--- config.mk ---
export PLATFORM = sky130hd
export DESIGN_NAME = tcmo_timer16
export DESIGN_NICKNAME = d
export VERILOG_FILES = /design/src/hdl/tcmo_pkg.sv /design/src/hdl/tcmo_timer16.sv
export SDC_FILE = /design/constraint.sdc
export NUM_CORES = 1
export LEC_CHECK = 0
export ABC_AREA = 1
export BUFFER_PORTS_ARGS = -buffer_cell sky130_fd_sc_hd__buf_4
export CORE_MARGIN = 4
export CORE_UTILIZATION = 30
export CTS_CLUSTER_DIAMETER = 40
export DETAILED_ROUTE_END_ITERATION = 12
export GPL_TIMING_DRIVEN = 0
export HOLD_SLACK_MARGIN = 0.12
export PLACE_DENSITY = 0.49
export SLEW_MARGIN = 10
export SYNTH_ARGS = -nofsm -noshare
export SYNTH_HDL_FRONTEND = slang
export SYNTH_SLANG_ARGS = --single-unit
--- constraint.sdc ---
create_clock -name clk -period 5.05 [get_ports clk]
set_input_delay 0.505 -clock clk [delete_from_list [all_inputs] [get_ports clk]]
set_output_delay 0.505 -clock clk [all_outputs]
set_load 0.01 [all_outputs]
--- src/hdl/tcmo_pkg.sv ---
// Constants and types of the 16-bit timer with compare output unit.
// Assumes a single 100 MHz clock and AXI4-Lite with 32-bit data.
package tcmo_pkg;

  localparam int unsigned NCH = 2;
  localparam int unsigned AW = 8;

  // Register byte offsets
  localparam logic [AW-1:0] OFS_CONTROL = 8'h00;
  localparam logic [AW-1:0] OFS_COUNTER = 8'h04;
  localparam logic [AW-1:0] OFS_COMPARE_A = 8'h08;
  localparam logic [AW-1:0] OFS_COMPARE_B = 8'h0c;
  localparam logic [AW-1:0] OFS_CAPTURE = 8'h10;
  localparam logic [AW-1:0] OFS_FLAGS = 8'h14;
  localparam logic [AW-1:0] OFS_FORCE = 8'h18;
  localparam logic [AW-1:0] OFS_PORT = 8'h1c;

  // Control register fields
  localparam int unsigned CTL_MODE_LSB = 0;
  localparam int unsigned CTL_ACT_LSB = 4;
  // Flags register fields
  localparam int unsigned FLG_OVERFLOW = 0;
  localparam int unsigned FLG_COMPARE_LSB = 1;
  localparam int unsigned FLG_CAPTURE = 3;
  // Port register fields
  localparam int unsigned PRT_DATA_LSB = 0;
  localparam int unsigned PRT_DIR_LSB = 2;
  localparam int unsigned PRT_STATE_LSB = 4;
  localparam int unsigned PRT_PIN_LSB = 6;

  // Waveform mode values handled here
  localparam logic [3:0] MODE_NORMAL = 4'h0;
  localparam logic [3:0] MODE_CTC_CMPA = 4'h4;
  localparam logic [3:0] MODE_CTC_CAPT = 4'hc;

  localparam logic [15:0] COUNT_MAX = 16'hffff;
  localparam logic [15:0] COUNT_BOTTOM = 16'h0000;

  localparam logic [1:0] RESP_OKAY = 2'h0;
  localparam logic [1:0] RESP_DECERR = 2'h3;

  // Reset values
  localparam logic [15:0] RST_WORD16 = 16'h0000;
  localparam logic [31:0] RST_WORD32 = 32'h0000_0000;

  typedef enum logic [1:0] {
    ACT_NONE = 2'b00,
    ACT_TOGGLE = 2'b01,
    ACT_CLEAR = 2'b10,
    ACT_SET = 2'b11
  } tcmo_action_e;

  typedef struct packed {
    logic [15:0] counter;
    logic [NCH-1:0][15:0] compare;
    logic [15:0] capture;
    logic [3:0] mode;
    logic [NCH-1:0][1:0] action;
    logic overflow;
    logic [NCH-1:0] compareFlag;
    logic captureFlag;
    logic block;
    logic [NCH-1:0] outState;
    logic [NCH-1:0] portData;
    logic [NCH-1:0] pinDir;
    logic awHeld;
    logic [AW-1:0] awAddr;
    logic wHeld;
    logic [31:0] wData;
    logic [3:0] wStrb;
    logic bValid;
    logic [1:0] bResp;
    logic rValid;
    logic [31:0] rData;
    logic [1:0] rResp;
  } tcmo_state_s;

endpackage

--- src/hdl/tcmo_timer16.sv ---
// 16-bit timer: Normal and clear-on-match counting, compare output unit.
// Assumes timerTick is a one-cycle enable from an outside prescaler and
// that software reaches the registers over AXI4-Lite.
//
// How it works
// Reset clears each compare output state
// Nonzero action field overrides port data
// Direction bit alone enables the pin driver
// Output state settable before driver enabled
// Action field never touches capture logic
// Action zero leaves state unchanged on match
// New action applies from next match
// Force strobe applies action in non-PWM modes
// Count sequence depends on mode only
// Action selects toggle, clear or set
// Mode 0 counts up, wraps at max
// Normal mode sets overflow at zero
// Counter writable any time in Normal
// Mode 4/12 clears on A/capture match
// Top match sets compare A/capture flag
// Unbuffered top; missed match runs to max
// Action 1 toggles channel A per match
// Toggle period is 2*N*(1+compare A)
// Clear-on-match sets overflow at max wrap
// Compare flag set on matching timer tick
// Force updates only the output state
// Counter write blocks next tick's matches
// No action: pin follows port data bit
//
// Decided for this implementation: the register offsets and register access over AXI4-Lite.
`timescale 1ns/1ps

module tcmo_timer16 (
  // System
  input wire logic clk,
  input wire logic rst,
  // Timer clock enable from prescaler
  input wire logic timerTick,
  // AXI4-Lite write address
  input wire logic [7:0] s_axi_awaddr,
  input wire logic s_axi_awvalid,
  output logic s_axi_awready,
  // AXI4-Lite write data
  input wire logic [31:0] s_axi_wdata,
  input wire logic [3:0] s_axi_wstrb,
  input wire logic s_axi_wvalid,
  output logic s_axi_wready,
  // AXI4-Lite write response
  output logic [1:0] s_axi_bresp,
  output logic s_axi_bvalid,
  input wire logic s_axi_bready,
  // AXI4-Lite read address
  input wire logic [7:0] s_axi_araddr,
  input wire logic s_axi_arvalid,
  output logic s_axi_arready,
  // AXI4-Lite read data
  output logic [31:0] s_axi_rdata,
  output logic [1:0] s_axi_rresp,
  output logic s_axi_rvalid,
  input wire logic s_axi_rready,
  // Compare output pins, channel 0 is A
  input wire logic [1:0] pinIn,
  output logic [1:0] pinOut,
  output logic [1:0] pinOe
);

  tcmo_pkg::tcmo_state_s s;
  tcmo_pkg::tcmo_state_s next_s;

  logic [1:0] match;
  logic nonPwm;
  logic ctcA;
  logic ctcCapt;
  logic topMatch;

  assign nonPwm = (s.mode == tcmo_pkg::MODE_NORMAL) ||
                  (s.mode == tcmo_pkg::MODE_CTC_CMPA) ||
                  (s.mode == tcmo_pkg::MODE_CTC_CAPT);
  assign ctcA = (s.mode == tcmo_pkg::MODE_CTC_CMPA);
  assign ctcCapt = (s.mode == tcmo_pkg::MODE_CTC_CAPT);

  // Equality only: a top written below the count is simply passed by,
  // so the counter runs on to max and wraps first. see
  assign topMatch = timerTick && !s.block &&
    ((ctcA && s.counter == s.compare[0]) ||
     (ctcCapt && s.counter == s.capture)); // see

  genvar g;
  generate
    for (g = 0; g < 2; g++) begin : gCh
      // Continuous compare, suppressed after a counter write. see
      assign match[g] = timerTick && !s.block &&
                        (s.counter == s.compare[g]);
      // Override takes the data path only; direction stays with the
      // port bit, so the state can be prepared first. see see
      assign pinOut[g] = (s.action[g] != 2'b00) ? s.outState[g]
                                                : s.portData[g]; // see
      assign pinOe[g] = s.pinDir[g];
    end
  endgenerate

  assign s_axi_awready = !s.awHeld && !s.bValid;
  assign s_axi_wready = !s.wHeld && !s.bValid;
  assign s_axi_bvalid = s.bValid;
  assign s_axi_bresp = s.bResp;
  assign s_axi_arready = !s.rValid;
  assign s_axi_rvalid = s.rValid;
  assign s_axi_rdata = s.rData;
  assign s_axi_rresp = s.rResp;

  function automatic logic apply_action(input logic [1:0] act,
                                        input logic cur);
    logic res;
    res = cur;
    case (act)
      tcmo_pkg::ACT_NONE: res = cur;
      tcmo_pkg::ACT_TOGGLE: res = !cur; // see
      tcmo_pkg::ACT_CLEAR: res = 1'b0;
      tcmo_pkg::ACT_SET: res = 1'b1;
      default: res = cur;
    endcase
    return res;
  endfunction

  always_comb begin
    logic [31:0] mask;
    logic [31:0] wd;
    logic doWrite;
    logic okW;
    logic [1:0] forceHit;
    logic [15:0] nextCount;
    logic [1:0] flagClr;
    logic ovfClr;
    logic capClr;
    logic [31:0] rd;
    logic okR;
    mask = {{8{s.wStrb[3]}}, {8{s.wStrb[2]}},
            {8{s.wStrb[1]}}, {8{s.wStrb[0]}}};
    wd = s.wData & mask;
    doWrite = s.awHeld && s.wHeld;
    okW = 1'b1;
    forceHit = 2'b00;
    flagClr = 2'b00;
    ovfClr = 1'b0;
    capClr = 1'b0;
    rd = tcmo_pkg::RST_WORD32;
    okR = 1'b1;
    next_s = s;

    // Write channels are taken independently, in either order
    if (s_axi_awvalid && s_axi_awready) begin
      next_s.awHeld = 1'b1;
      next_s.awAddr = s_axi_awaddr;
    end
    if (s_axi_wvalid && s_axi_wready) begin
      next_s.wHeld = 1'b1;
      next_s.wData = s_axi_wdata;
      next_s.wStrb = s_axi_wstrb;
    end
    if (s.bValid && s_axi_bready) begin
      next_s.bValid = 1'b0;
    end

    // Counting: sequence chosen by the mode field alone. see
    nextCount = s.counter;
    if (timerTick && nonPwm) begin
      if (topMatch) begin
        nextCount = tcmo_pkg::COUNT_BOTTOM;
      end else begin
        nextCount = s.counter + 16'h0001;
      end
    end
    next_s.counter = nextCount;
    // The block lasts until the next timer tick, running or not
    if (timerTick) begin
      next_s.block = 1'b0;
    end

    // Register writes
    if (doWrite) begin
      next_s.awHeld = 1'b0;
      next_s.wHeld = 1'b0;
      next_s.bValid = 1'b1;
      case (s.awAddr)
        tcmo_pkg::OFS_CONTROL: begin
          next_s.mode = (s.mode & ~mask[3:0]) | wd[3:0];
          // Takes effect from the next match only. see
          next_s.action = (s.action & ~mask[7:4]) | wd[7:4];
        end
        tcmo_pkg::OFS_COUNTER: begin
          // Accepted at any time; wins over the same-cycle increment.
          next_s.counter = (nextCount & ~mask[15:0]) | wd[15:0];
          next_s.block = 1'b1;
        end
        tcmo_pkg::OFS_COMPARE_A: begin
          next_s.compare[0] = (s.compare[0] & ~mask[15:0]) | wd[15:0];
        end
        tcmo_pkg::OFS_COMPARE_B: begin
          next_s.compare[1] = (s.compare[1] & ~mask[15:0]) | wd[15:0];
        end
        tcmo_pkg::OFS_CAPTURE: begin
          next_s.capture = (s.capture & ~mask[15:0]) | wd[15:0];
        end
        tcmo_pkg::OFS_FLAGS: begin
          ovfClr = wd[tcmo_pkg::FLG_OVERFLOW];
          flagClr = wd[tcmo_pkg::FLG_COMPARE_LSB +: 2];
          capClr = wd[tcmo_pkg::FLG_CAPTURE];
        end
        tcmo_pkg::OFS_FORCE: begin
          // PWM modes ignore the strobe. see
          if (nonPwm) begin
            forceHit = wd[1:0];
          end
        end
        tcmo_pkg::OFS_PORT: begin
          next_s.portData = (s.portData & ~mask[1:0]) | wd[1:0];
          next_s.pinDir = (s.pinDir & ~mask[3:2]) | wd[3:2];
        end
        default: okW = 1'b0;
      endcase
      next_s.bResp = okW ? tcmo_pkg::RESP_OKAY : tcmo_pkg::RESP_DECERR;
    end

    // Flags: software clear first, so a same-cycle hardware set wins
    if (ovfClr) begin
      next_s.overflow = 1'b0;
    end
    if (capClr) begin
      next_s.captureFlag = 1'b0;
    end
    next_s.compareFlag = s.compareFlag & ~flagClr;
    if (timerTick && nonPwm && s.counter == tcmo_pkg::COUNT_MAX) begin
      next_s.overflow = 1'b1; // see
    end
    next_s.compareFlag = next_s.compareFlag | match;
    if (topMatch && ctcCapt) begin
      next_s.captureFlag = 1'b1;
    end

    // Output states: real matches, then forced ones; a force never
    // touches the flags or the counter. see
    for (int i = 0; i < 2; i++) begin
      if (match[i] && nonPwm) begin
        next_s.outState[i] = apply_action(s.action[i], s.outState[i]);
      end
      if (forceHit[i]) begin
        next_s.outState[i] = apply_action(s.action[i],
                                          next_s.outState[i]);
      end
    end

    // Read channel
    if (s.rValid && s_axi_rready) begin
      next_s.rValid = 1'b0;
    end
    if (s_axi_arvalid && s_axi_arready) begin
      case (s_axi_araddr)
        tcmo_pkg::OFS_CONTROL: begin
          rd[tcmo_pkg::CTL_MODE_LSB +: 4] = s.mode;
          rd[tcmo_pkg::CTL_ACT_LSB +: 4] = s.action;
        end
        tcmo_pkg::OFS_COUNTER: rd[15:0] = s.counter;
        tcmo_pkg::OFS_COMPARE_A: rd[15:0] = s.compare[0];
        tcmo_pkg::OFS_COMPARE_B: rd[15:0] = s.compare[1];
        tcmo_pkg::OFS_CAPTURE: rd[15:0] = s.capture;
        tcmo_pkg::OFS_FLAGS: begin
          rd[tcmo_pkg::FLG_OVERFLOW] = s.overflow;
          rd[tcmo_pkg::FLG_COMPARE_LSB +: 2] = s.compareFlag;
          rd[tcmo_pkg::FLG_CAPTURE] = s.captureFlag;
        end
        tcmo_pkg::OFS_FORCE: rd = tcmo_pkg::RST_WORD32;
        tcmo_pkg::OFS_PORT: begin
          rd[tcmo_pkg::PRT_DATA_LSB +: 2] = s.portData;
          rd[tcmo_pkg::PRT_DIR_LSB +: 2] = s.pinDir;
          rd[tcmo_pkg::PRT_STATE_LSB +: 2] = s.outState;
          rd[tcmo_pkg::PRT_PIN_LSB +: 2] = pinIn;
        end
        default: okR = 1'b0;
      endcase
      next_s.rValid = 1'b1;
      next_s.rData = rd;
      next_s.rResp = okR ? tcmo_pkg::RESP_OKAY : tcmo_pkg::RESP_DECERR;
    end
  end

  // Capture logic lives outside; the action field feeds none of it. see
  always_ff @(posedge clk or posedge rst) begin
    if (rst) begin
      s <= '0;
    end else begin
      s <= next_s;
    end
  end

endmodule // tcmo_timer16

==> results of run 1 <==
[stage by stage]
step	setup slack [ps]	hold slack (ps)
6_report	2950	113
3_5_place_dp	2770	469
4_1_cts	3000	123
5_1_grt	2740	148
3_3_place_gp	-842	462
2_1_floorplan	1050	449
[area by class of cell]
| cell class | instances | area share |
|---|---|---|
| sequential | 131 | 0.346 |
| inverter | 136 | 0.0545 |
| timing repair buffer | 73 | 0.0600 |
| tap | 330 | 0.0436 |
| clock buffer | 17 | 0.0450 |
| multi-input combinational | 738 | 0.381 |
| buffer | 67 | 0.0487 |
| clock inverter | 15 | 0.0205 |
[cells in the final DEF, fill, tap and decap left out, types with 11 or more instances in the layout]
| cell type | Yosys | routed |
|---|---|---|
| nand2_1 | 321 | 321 |
| dfrtp_1 | 131 | 131 |
| inv_1 | 124 | 123 |
| buf_4 | 41 | 113 |
| nor2_1 | 90 | 90 |
| o21ai_0 | 56 | 56 |
| nand3_1 | 44 | 44 |
| o21ai_1 | 29 | 29 |
| a21oi_1 | 29 | 29 |
| o22ai_1 | 26 | 26 |
| nand4_1 | 24 | 24 |
| clkbuf_16 | 0 | 17 |
| conb_1 | 1 | 16 |
| xor2_1 | 14 | 14 |
| buf_2 | 13 | 13 |
| inv_2 | 12 | 12 |
| nand2_2 | 11 | 11 |
[where the power goes]
part           leakage (nW)  switching [mW]  internal (mW)
combinational          2.83           0.894          0.461
sequential             1.67           0.198           1.27
clock                 0.299           0.538          0.792
total                  4.79            1.63           2.52
[per-layer routing]
layer,GRT usage,share of wire,vias to the layer above
met5,0,0,-
met4,0.0431,0.015,0
met3,0.0328,0.071,24
met2,0.282,0.44,267
met1,0.268,0.47,3346
li1,-,-,3563
[final timing paths]
check / to / slack (ps)
hold / removal: s[54] / 110
setup / recovery: s[154] / 2950
setup reg to reg: s[154] / 2950
hold reg to reg: s_axi_rdata[8] / 480
max in group asynchronous: async pin / 4130
min in group clk: s_axi_bvalid / 270
[worst max-delay path, cell delays in order (launching register included)]
cell and delay [ps]:
dfrtp_1 460, inv_1 170, nand2_1 160, nand2_1 70, nor2_1 170, nand2_1 80, nor2_1 100, nand4_1 140
nand2_1 330, inv_2 140, nand3_1 90, o21ai_1 60
[logic make-up (layout without fill, tap and decap cells)]
logic type | Yosys count | after routing | share of synthesized area
XOR/XNOR | 19 | 19 | 0.0213
adder cells (fa/ha/maj) | 1 | 1 | 0.00160
other | 1 | 16 | 0.000481
AO/OA/AOI/OAI | 165 | 165 | 0.121
AND/OR/NAND/NOR | 532 | 532 | 0.304
buffers and inverters | 203 | 308 | 0.124
flip-flops | 131 | 131 | 0.420
multiplexers | 5 | 5 | 0.00722
==> impl_metrics.csv, run 1 <==
group,metric,value,unit
setup_path,crit_type,"register to register",
sta,tightest_slew,899,ps
worst_hold_path,hold_class,"primary input to async pin",
floorplan,chipWidth,169,um
global_route,grt_usage,0.183,
floorplan,initial_core_util,0.307,
final_layout,design_area,9460,sq um
global_route,grt_max_degree,85,
floorplan,dieArea,28600,sq um
global_route,grt_overflow,0,
floorplan,fp.coreArea,25400,sq um
synthesis,yosys_register_bits,131,
synthesis,synth_edf_count,0,
clock_tree,cts_resized,0,
clock_tree,cts_buffer_depth,2,
floorplan,die_y,169,um
sta,rsz0062_at_grt,"false",
clock_tree,clkLatencyLatePin,420,ps
status,status,"completed",
clock_tree,root_buffer,"clkbuf_16",
routing,wire_per_inst,17.2,um
placed_design,placed_area,8840,sq um
setup_path,ff2ff_path_depth,11,
clock_tree,cts_hold_buf,0,
sta,slew_viol_final,0,
power_and_ir_drop,ir_drop,0.172,mV
floorplan,ios,107,
global_route,grt_pass1_wl,40.2,mm
power_and_ir_drop,power.density,438,nW/um^2
final_layout,synthToLayoutAreaGrowth,21.3,%
routing,drtIter0Drc,537,
floorplan,fp-row-count,58,
setup_path,r2r-start,"s[163]",
synthesis,yosysWarnings,0,
routing,vias_per_cell,4.78,
power_and_ir_drop,p_leak,4.79,nW
sta,fmax,476,MHz
routing,num_vias,7200,
sta,setup_viol,0,
clock_tree,htree_levels,4,
final_layout,nFillCells,2759,
final_layout,final_util,0.373,
setup_path,cp-startpoint,"s[163]",
clock_tree,path_clk_slew,60,ps
synthesis,avgSynthCellArea,7.38,sq um
global_route,grt_pass1_vias,6869,
final_layout,multi_input_area,3610,sq um
clock_tree,cts_tree,"done",
placed_design,dp_cells,1475,
synthesis,netlist_instances,1057,
sta,fin_skew,11.9,ps
synthesis,syn-cell-area,7800,sq um
routing,drc,0,
clock_tree,cts_setup_buffers,0,
final_layout,nNetsFinal,1227,
sta,slew_headroom,0.396,
routing,routed_wl,25.9,mm
sta,post-route-min-period,2100,ps
placed_design,finalWeightedCongestion,0.910,
final_layout,drive_gt1_frac,0.198,
synthesis,yosysMostFrequentCell,"nand2_1",
setup_path,crit_required,5340,ps
setup_path,critPathMaxFanout,5,
sta,tns,0,ps
final_layout,regArea,3280,sq um
setup_path,critical_path_arrival,2400,ps
power_and_ir_drop,p_total,4.15,mW
sta,finalHoldViolCount,0,
global_route,antenna_found_initial,0,
routing,ant_nets,0,
final_layout,fin_cells,1507,
run,drv_cap,0,
clock_tree,cts.sinks,131,
setup_path,start_kind,"register",
placed_design,io_buffers,72,
routing,drtPass1Iterations,5,
synthesis,ys.flop_type,"dfrtp_1",
placed_design,place.detailed.hpwl,20.1,mm
clock_tree,cts_made_buffers,17,
synthesis,synthArstFlopShare,1.00,
setup_path,worstSetupEndpointType,"register",
synthesis,ys_types,47,
synthesis,netlist.area_leader.share,0.420,
sta,fin_crit_sh,0.416,
final_layout,antenna_cells,0,
synthesis,yosysTopAreaCell,"dfrtp_1",
synthesis,ys_seq_area_frac,0.420,
synthesis,synth.area.top_cells,"dfrtp_1, nand2_1, inv_1",
synthesis,ys_top_cells_by_count,"nand2_1, dfrtp_1, inv_1",
Note: power is estimated with default switching activity, not from simulation.
==> run 2, diff against run 1 <==
==> constraint.sdc (replaced) <==
create_clock -name clk -period 2.1 [get_ports clk]
set_input_delay 0.21 -clock clk [delete_from_list [all_inputs] [get_ports clk]]
set_output_delay 0.21 -clock clk [all_outputs]
set_load 0.01 [all_outputs]
==> run 2 against run 1 <==
  * Critical path depth is 1 higher
  * Worst setup slack worse by 2800 ps
  * Die area stayed put
  * Core utilization is 1.2 points higher
==> impl_metrics.csv, run 2 (synthesized netlist as in run 1, its figures left out) <==
group,metric,value,unit
clock_tree,cts_tree,"done",
final_layout,drive_gt1_frac,0.195,
power_and_ir_drop,ir_drop,0.406,mV
setup_path,slowest_stage,"dfrtp_1",
floorplan,ios,107,
setup_path,crit_required,2400,ps
routing,vias_per_cell,4.77,
final_layout,antenna_cells,0,
placed_design,io_buffers,72,
final_layout,regArea,3280,sq um
setup_path,critPathMaxFanout,7,
floorplan,fp-row-count,58,
worst_hold_path,hold_class,"primary input to register",
sta,fin_crit_sh,0.936,
placed_design,dp_cells,1477,
clock_tree,root_buffer,"clkbuf_16",
routing,drc,0,
setup_path,worstSetupEndpointType,"register",
global_route,grt_usage,0.187,
routing,wire_per_inst,17.1,um
clock_tree,cts.sinks,131,
setup_path,critPathMaxStageDelay,320,ps
setup_path,critical_path_arrival,2270,ps
routing,routed_wl,26.3,mm
sta,finalHoldViolCount,0,
routing,drtPass1Iterations,5,
global_route,grt_overflow,0,
routing,drtIter0Drc,790,
clock_tree,cts_buffer_depth,2,
floorplan,dieArea,28600,sq um
floorplan,die_y,169,um
final_layout,synthToLayoutAreaGrowth,25.3,%
sta,fmax,508,MHz
setup_path,start_kind,"register",
sta,post-route-min-period,1970,ps
power_and_ir_drop,power.density,1010,nW/um^2
setup_path,path_common_cell,"nand2_1",
floorplan,fp.coreArea,25400,sq um
global_route,grt_pass1_wl,41.3,mm
clock_tree,clkLatencyLatePin,430,ps
setup_path,crit_family,"simple AND/OR/NAND/NOR gates",
sta,fin_skew,11.2,ps
final_layout,design_area,9770,sq um
sta,slew_headroom,0.371,
final_layout,fin_cells,1539,
global_route,antenna_found_initial,0,
clock_tree,path_clk_slew,60,ps
floorplan,initial_core_util,0.307,
placed_design,placed_area,8870,sq um
sta,rsz0062_at_grt,"false",
floorplan,chipWidth,169,um
sta,tightest_slew,936,ps
sta,slew_viol_final,0,
routing,num_vias,7335,
global_route,grt_max_degree,36,
sta,setup_viol,0,
setup_path,crit_type,"register to register",
placed_design,finalWeightedCongestion,0.904,
setup_path,crit_chain,"buf_2, inv_1, nand2_1, nand2_1, nor2_1, nand2_1, nor2_1, nand4_1, nand2_2, inv_2, nand3_1, o21ai_1",
clock_tree,htree_levels,4,
placed_design,place.detailed.hpwl,20.4,mm
routing,ant_nets,0,
clock_tree,cts_made_buffers,17,
setup_path,crit_buf_inv,3,
final_layout,nFillCells,2724,
final_layout,multi_input_area,3620,sq um
final_layout,final_util,0.385,
final_layout,layout_common_cells,"nand2_1, dfrtp_1, inv_1",
global_route,grt_pass1_vias,7157,
run,drv_cap,0,
power_and_ir_drop,p_leak,4.91,nW
final_layout,final_common_cell,"nand2_1",
final_layout,nNetsFinal,1259,
setup_path,reg2reg_slack,130,ps
status,status,"completed",
[run 2: cell count changes in the layout (fill, tap and decap cells not counted), sizes merged]
| cell | delta |
|---|---|
| clkinvlp | +3 |
| clkbuf | +1 |
| clkinv | +1 |
| dlygate4sd3 | +30 |
| inv | -4 |
| buf | +2 |
| bufinv | -1 |
[run 2: power breakdown]
part	leakage (nW)	switching [mW]	internal [mW]
Combinational	2.96	2.17	1.15
Sequential	1.67	0.466	3.04
Clock	0.280	1.24	1.79
[run 2: timing repair]
action                                  CTS  global route
buffers inserted                          0             0
gates resized for setup                   0             2
endpoints found under the setup margin    0            14
hold buffers                             30             0
hold endpoints to repair                 56             0
[run 2: final cells by class]
cell class	instances	share of cell area
inverter	136	0.0526
sequential	131	0.335
multi-input combinational	738	0.370
clock buffer	18	0.0449
clock inverter	14	0.0156
timing repair buffer	105	0.0922
buffer	67	0.0471
tap	330	0.0422
[run 2: stage by stage]
step / hold slack [ps] / TNS (ps) / power, mW / setup slack [ps]
2_1_floorplan: 317 / 0 / 5.67 / 267
3_5_place_dp: 366 / 0 / 6.83 / 37.4
3_3_place_gp: 412 / -98860 / 6.79 / -772
6_report: 219 / 0 / 9.87 / 133
4_1_cts: 209 / 0 / 9.95 / 34.8
5_1_grt: 244 / 0 / 10.5 / 3.57
[run 2: per-layer routing]
metal,up-vias,share of wire,wire [um],track usage
met4,0,0.020,534,0.0557
met5,-,0,0,0
li1,3623,-,-,-
met1,3418,0.47,12200,0.271
met2,261,0.44,11500,0.286
met3,33,0.076,2000,0.0324
[run 2: worst min-delay path, stage by stage]
cell     delay (ps)
buf_4           100
nand2_1         130
mux2_2          170
[run 2: final timing paths]
| kind | endpoint | from | cells past startpoint |
|---|---|---|---|
| setup / recovery | s[156] | s[164] | 12 |
| hold / removal | s[76] | s_axi_awvalid | 3 |
| setup reg to reg | s[156] | s[164] | 12 |
| hold reg to reg | s_axi_rdata[12] | s_axi_rdata[12] | 2 |
| max in group asynchronous | async pin | rst | 5 |
| min in group asynchronous | s[54] | rst | 3 |
==> run 3, diff against run 2 <==
--- a/config.mk
+++ b/config.mk
@@ -7,13 +7,17 @@
 export LEC_CHECK = 0
 export ABC_AREA = 1
 export BUFFER_PORTS_ARGS = -buffer_cell sky130_fd_sc_hd__buf_4
+export CAP_MARGIN = 10
+export CELL_PAD_IN_SITES_DETAIL_PLACEMENT = 1
+export CELL_PAD_IN_SITES_GLOBAL_PLACEMENT = 1
+export CORE_ASPECT_RATIO = 2
 export CORE_MARGIN = 4
 export CORE_UTILIZATION = 30
 export CTS_CLUSTER_DIAMETER = 40
 export DETAILED_ROUTE_END_ITERATION = 12
 export GPL_TIMING_DRIVEN = 0
 export HOLD_SLACK_MARGIN = 0.12
-export PLACE_DENSITY = 0.49
+export PLACE_DENSITY = 0.62
 export SLEW_MARGIN = 10
 export SYNTH_ARGS = -nofsm -noshare
 export SYNTH_HDL_FRONTEND = slang
==> run 3 against run 2 <==
  * Sequential power increased by 3%
  * Count of clock-buffer cells in the layout increased by 1
  * Via count increased by 2.6%
  * Routed wire length increased by 21%
  * Sequential share of layout area decreased by 0.20 points
  * Total power increased by 3.7%
==> impl_metrics.csv, run 3 (synthesized netlist as in run 1, its figures left out) <==
group,metric,value,unit
status,status,"completed",
placed_design,dp_cells,1488,
clock_tree,cts_tree,"done",
floorplan,ios,107,
routing,ant_nets,0,
routing,num_vias,7524,
global_route,grt_overflow,0,
routing,vias_per_cell,4.85,
power_and_ir_drop,ir_drop,0.537,mV
clock_tree,clkLatencyLatePin,450,ps
global_route,grt_usage,0.229,
floorplan,chipWidth,122,um
placed_design,finalWeightedCongestion,0.894,
setup_path,crit_required,2420,ps
clock_tree,cts_made_buffers,17,
power_and_ir_drop,power.density,1040,nW/um^2
clock_tree,cts.sinks,131,
sta,holdWs,147,ps
clock_tree,root_buffer,"clkbuf_16",
sta,fmax,499,MHz
power_and_ir_drop,p_leak,4.93,nW
placed_design,io_buffers,72,
final_layout,synthToLayoutAreaGrowth,26.2,%
power_and_ir_drop,p_sw,4.13,mW
sta,post-route-min-period,2000,ps
power_and_ir_drop,clkPwrFrac,0.304,
setup_path,start_kind,"register",
final_layout,fin_cells,1550,
sta,slew_viol_final,0,
placed_design,place.detailed.hpwl,25.6,mm
setup_path,worstSetupEndpointType,"register",
setup_path,reg2reg_slack,100,ps
final_layout,antenna_cells,0,
sta,slew_headroom,0.465,
power_and_ir_drop,p_seq_frac,0.352,
power_and_ir_drop,p_int,6.10,mW
setup_path,cp-endpoint,"s[165]",
setup_path,crit_type,"register to register",
routing,drtPass1Iterations,4,
power_and_ir_drop,p_comb_frac,0.345,
worst_hold_path,hold_class,"primary input to register",
floorplan,fp-row-count,83,
sta,fin_skew,8.68,ps
final_layout,final_common_cell,"nand2_1",
final_layout,layout_common_cells,"nand2_1, dfrtp_1, inv_1",
setup_path,critical_path_arrival,2320,ps
worst_hold_path,hold_path_depth,4,
power_and_ir_drop,sw_frac_of_total,0.404,
sta,rsz0062_at_grt,"true",
final_layout,nNetsFinal,1261,
setup_path,ff2ff_path_depth,11,
floorplan,die_y,236,um
setup_path,cp-startpoint,"s[163]",
routing,drtIter0Drc,297,
floorplan,initial_core_util,0.304,
floorplan,fp.coreArea,25700,sq um
clock_tree,path_clk_slew,60,ps
routing,routed_wl,31.8,mm
global_route,grt_pass1_wl,48.2,mm
setup_path,critPathMaxFanout,5,
sta,finalHoldViolCount,0,
global_route,grt_max_degree,35,
clock_tree,htree_levels,4,
routing,drc,0,
sta,tightest_slew,796,ps
final_layout,nFillCells,3199,
floorplan,dieArea,28800,sq um
worst_hold_path,min_from,"timerTick",
global_route,antenna_found_initial,0,
final_layout,drive_gt1_frac,0.201,
routing,wire_per_inst,20.5,um
run,drv_cap,0,
sta,setup_viol,0,
setup_path,r2r-start,"s[163]",
sta,fin_crit_sh,0.954,
setup_path,r2r_end,"s[165]",
clock_tree,cts_buffer_depth,2,
global_route,grt_pass1_vias,8233,
## run 3: changes by cell type in the layout (fill, tap and decap cells not counted), moves of 2 or more
cell     before  now
buf_4       113  115
dfrtp_2       0    4
inv_6         4    1
dfrtp_1     131  127
## run 3: area by class of cell
cell class                 instances  area (sq um)  area share
sequential                       131          3280       0.333
inverter                         136           514      0.0522
multi-input combinational        738          3630       0.369
clock inverter                    12           158      0.0160
timing repair buffer             107           933      0.0948
tap                              340           425      0.0432
buffer                            67           460      0.0468
clock buffer                      19           443      0.0450
## run 3: layer usage
layer / part of all wire / global-route usage / routed length (um)
met1: 0.32 / 0.204 / 10200
met2: 0.57 / 0.446 / 18200
met3: 0.024 / 0.0314 / 772
met4: 0.083 / 0.170 / 2640
met5: 0 / 0 / 0
## run 3: worst min-delay path by stage
| stage | endpoint | slack (ps) |
|---|---|---|
| after floorplan | s_axi_bvalid | 320 |
| after global placement | s_axi_bvalid | 400 |
| after detailed placement | s[43] | 270 |
| after CTS | s[90] | 140 |
| after global routing | s[90] | 160 |
| final | s[90] | 150 |
## run 3: power by group through the flow
stage	sequential (mW)	clock [mW]	combinational (mW)
after floorplan	3.41	0	2.26
after global placement	3.61	0	3.46
after detailed placement	3.62	0	3.53
after CTS	3.58	3.16	3.59
after global routing	3.64	3.26	3.93
final	3.60	3.11	3.53
## run 3: what timing repair did
item,in CTS,in global routing
buffers inserted,0,2
hold buffers,29,0
resized for setup,4,5
pin swaps,0,1
cloned,0,0
endpoints found under the hold margin,46,0
setup endpoints to repair,13,15
## run 3: through the flow
step	setup TNS (ps)	setup slack [ps]	util	area [sq um]	total power, mW
final	0	96.2	0.384	9850	10.2
after floorplan	0	267	-	7860	5.67
after CTS	0	43.7	0.383	9820	10.3
after global placement	-101410	-799	0.344	8830	7.06
after global routing	-34.4	-19.7	0.384	9850	10.8
after detailed placement	-373	-92.8	0.348	8910	7.15
## run 3: worst max-delay path: stages (launching register included)
cell and delay, ps:
dfrtp_1 470, inv_1 180, nand2_1 160, nand2_1 70, nor2_1 150, nand2_1 70, nor2_1 80, nand4_1 210
nand2_2 220, inv_2 100, nand3_1 90, o21ai_1 60
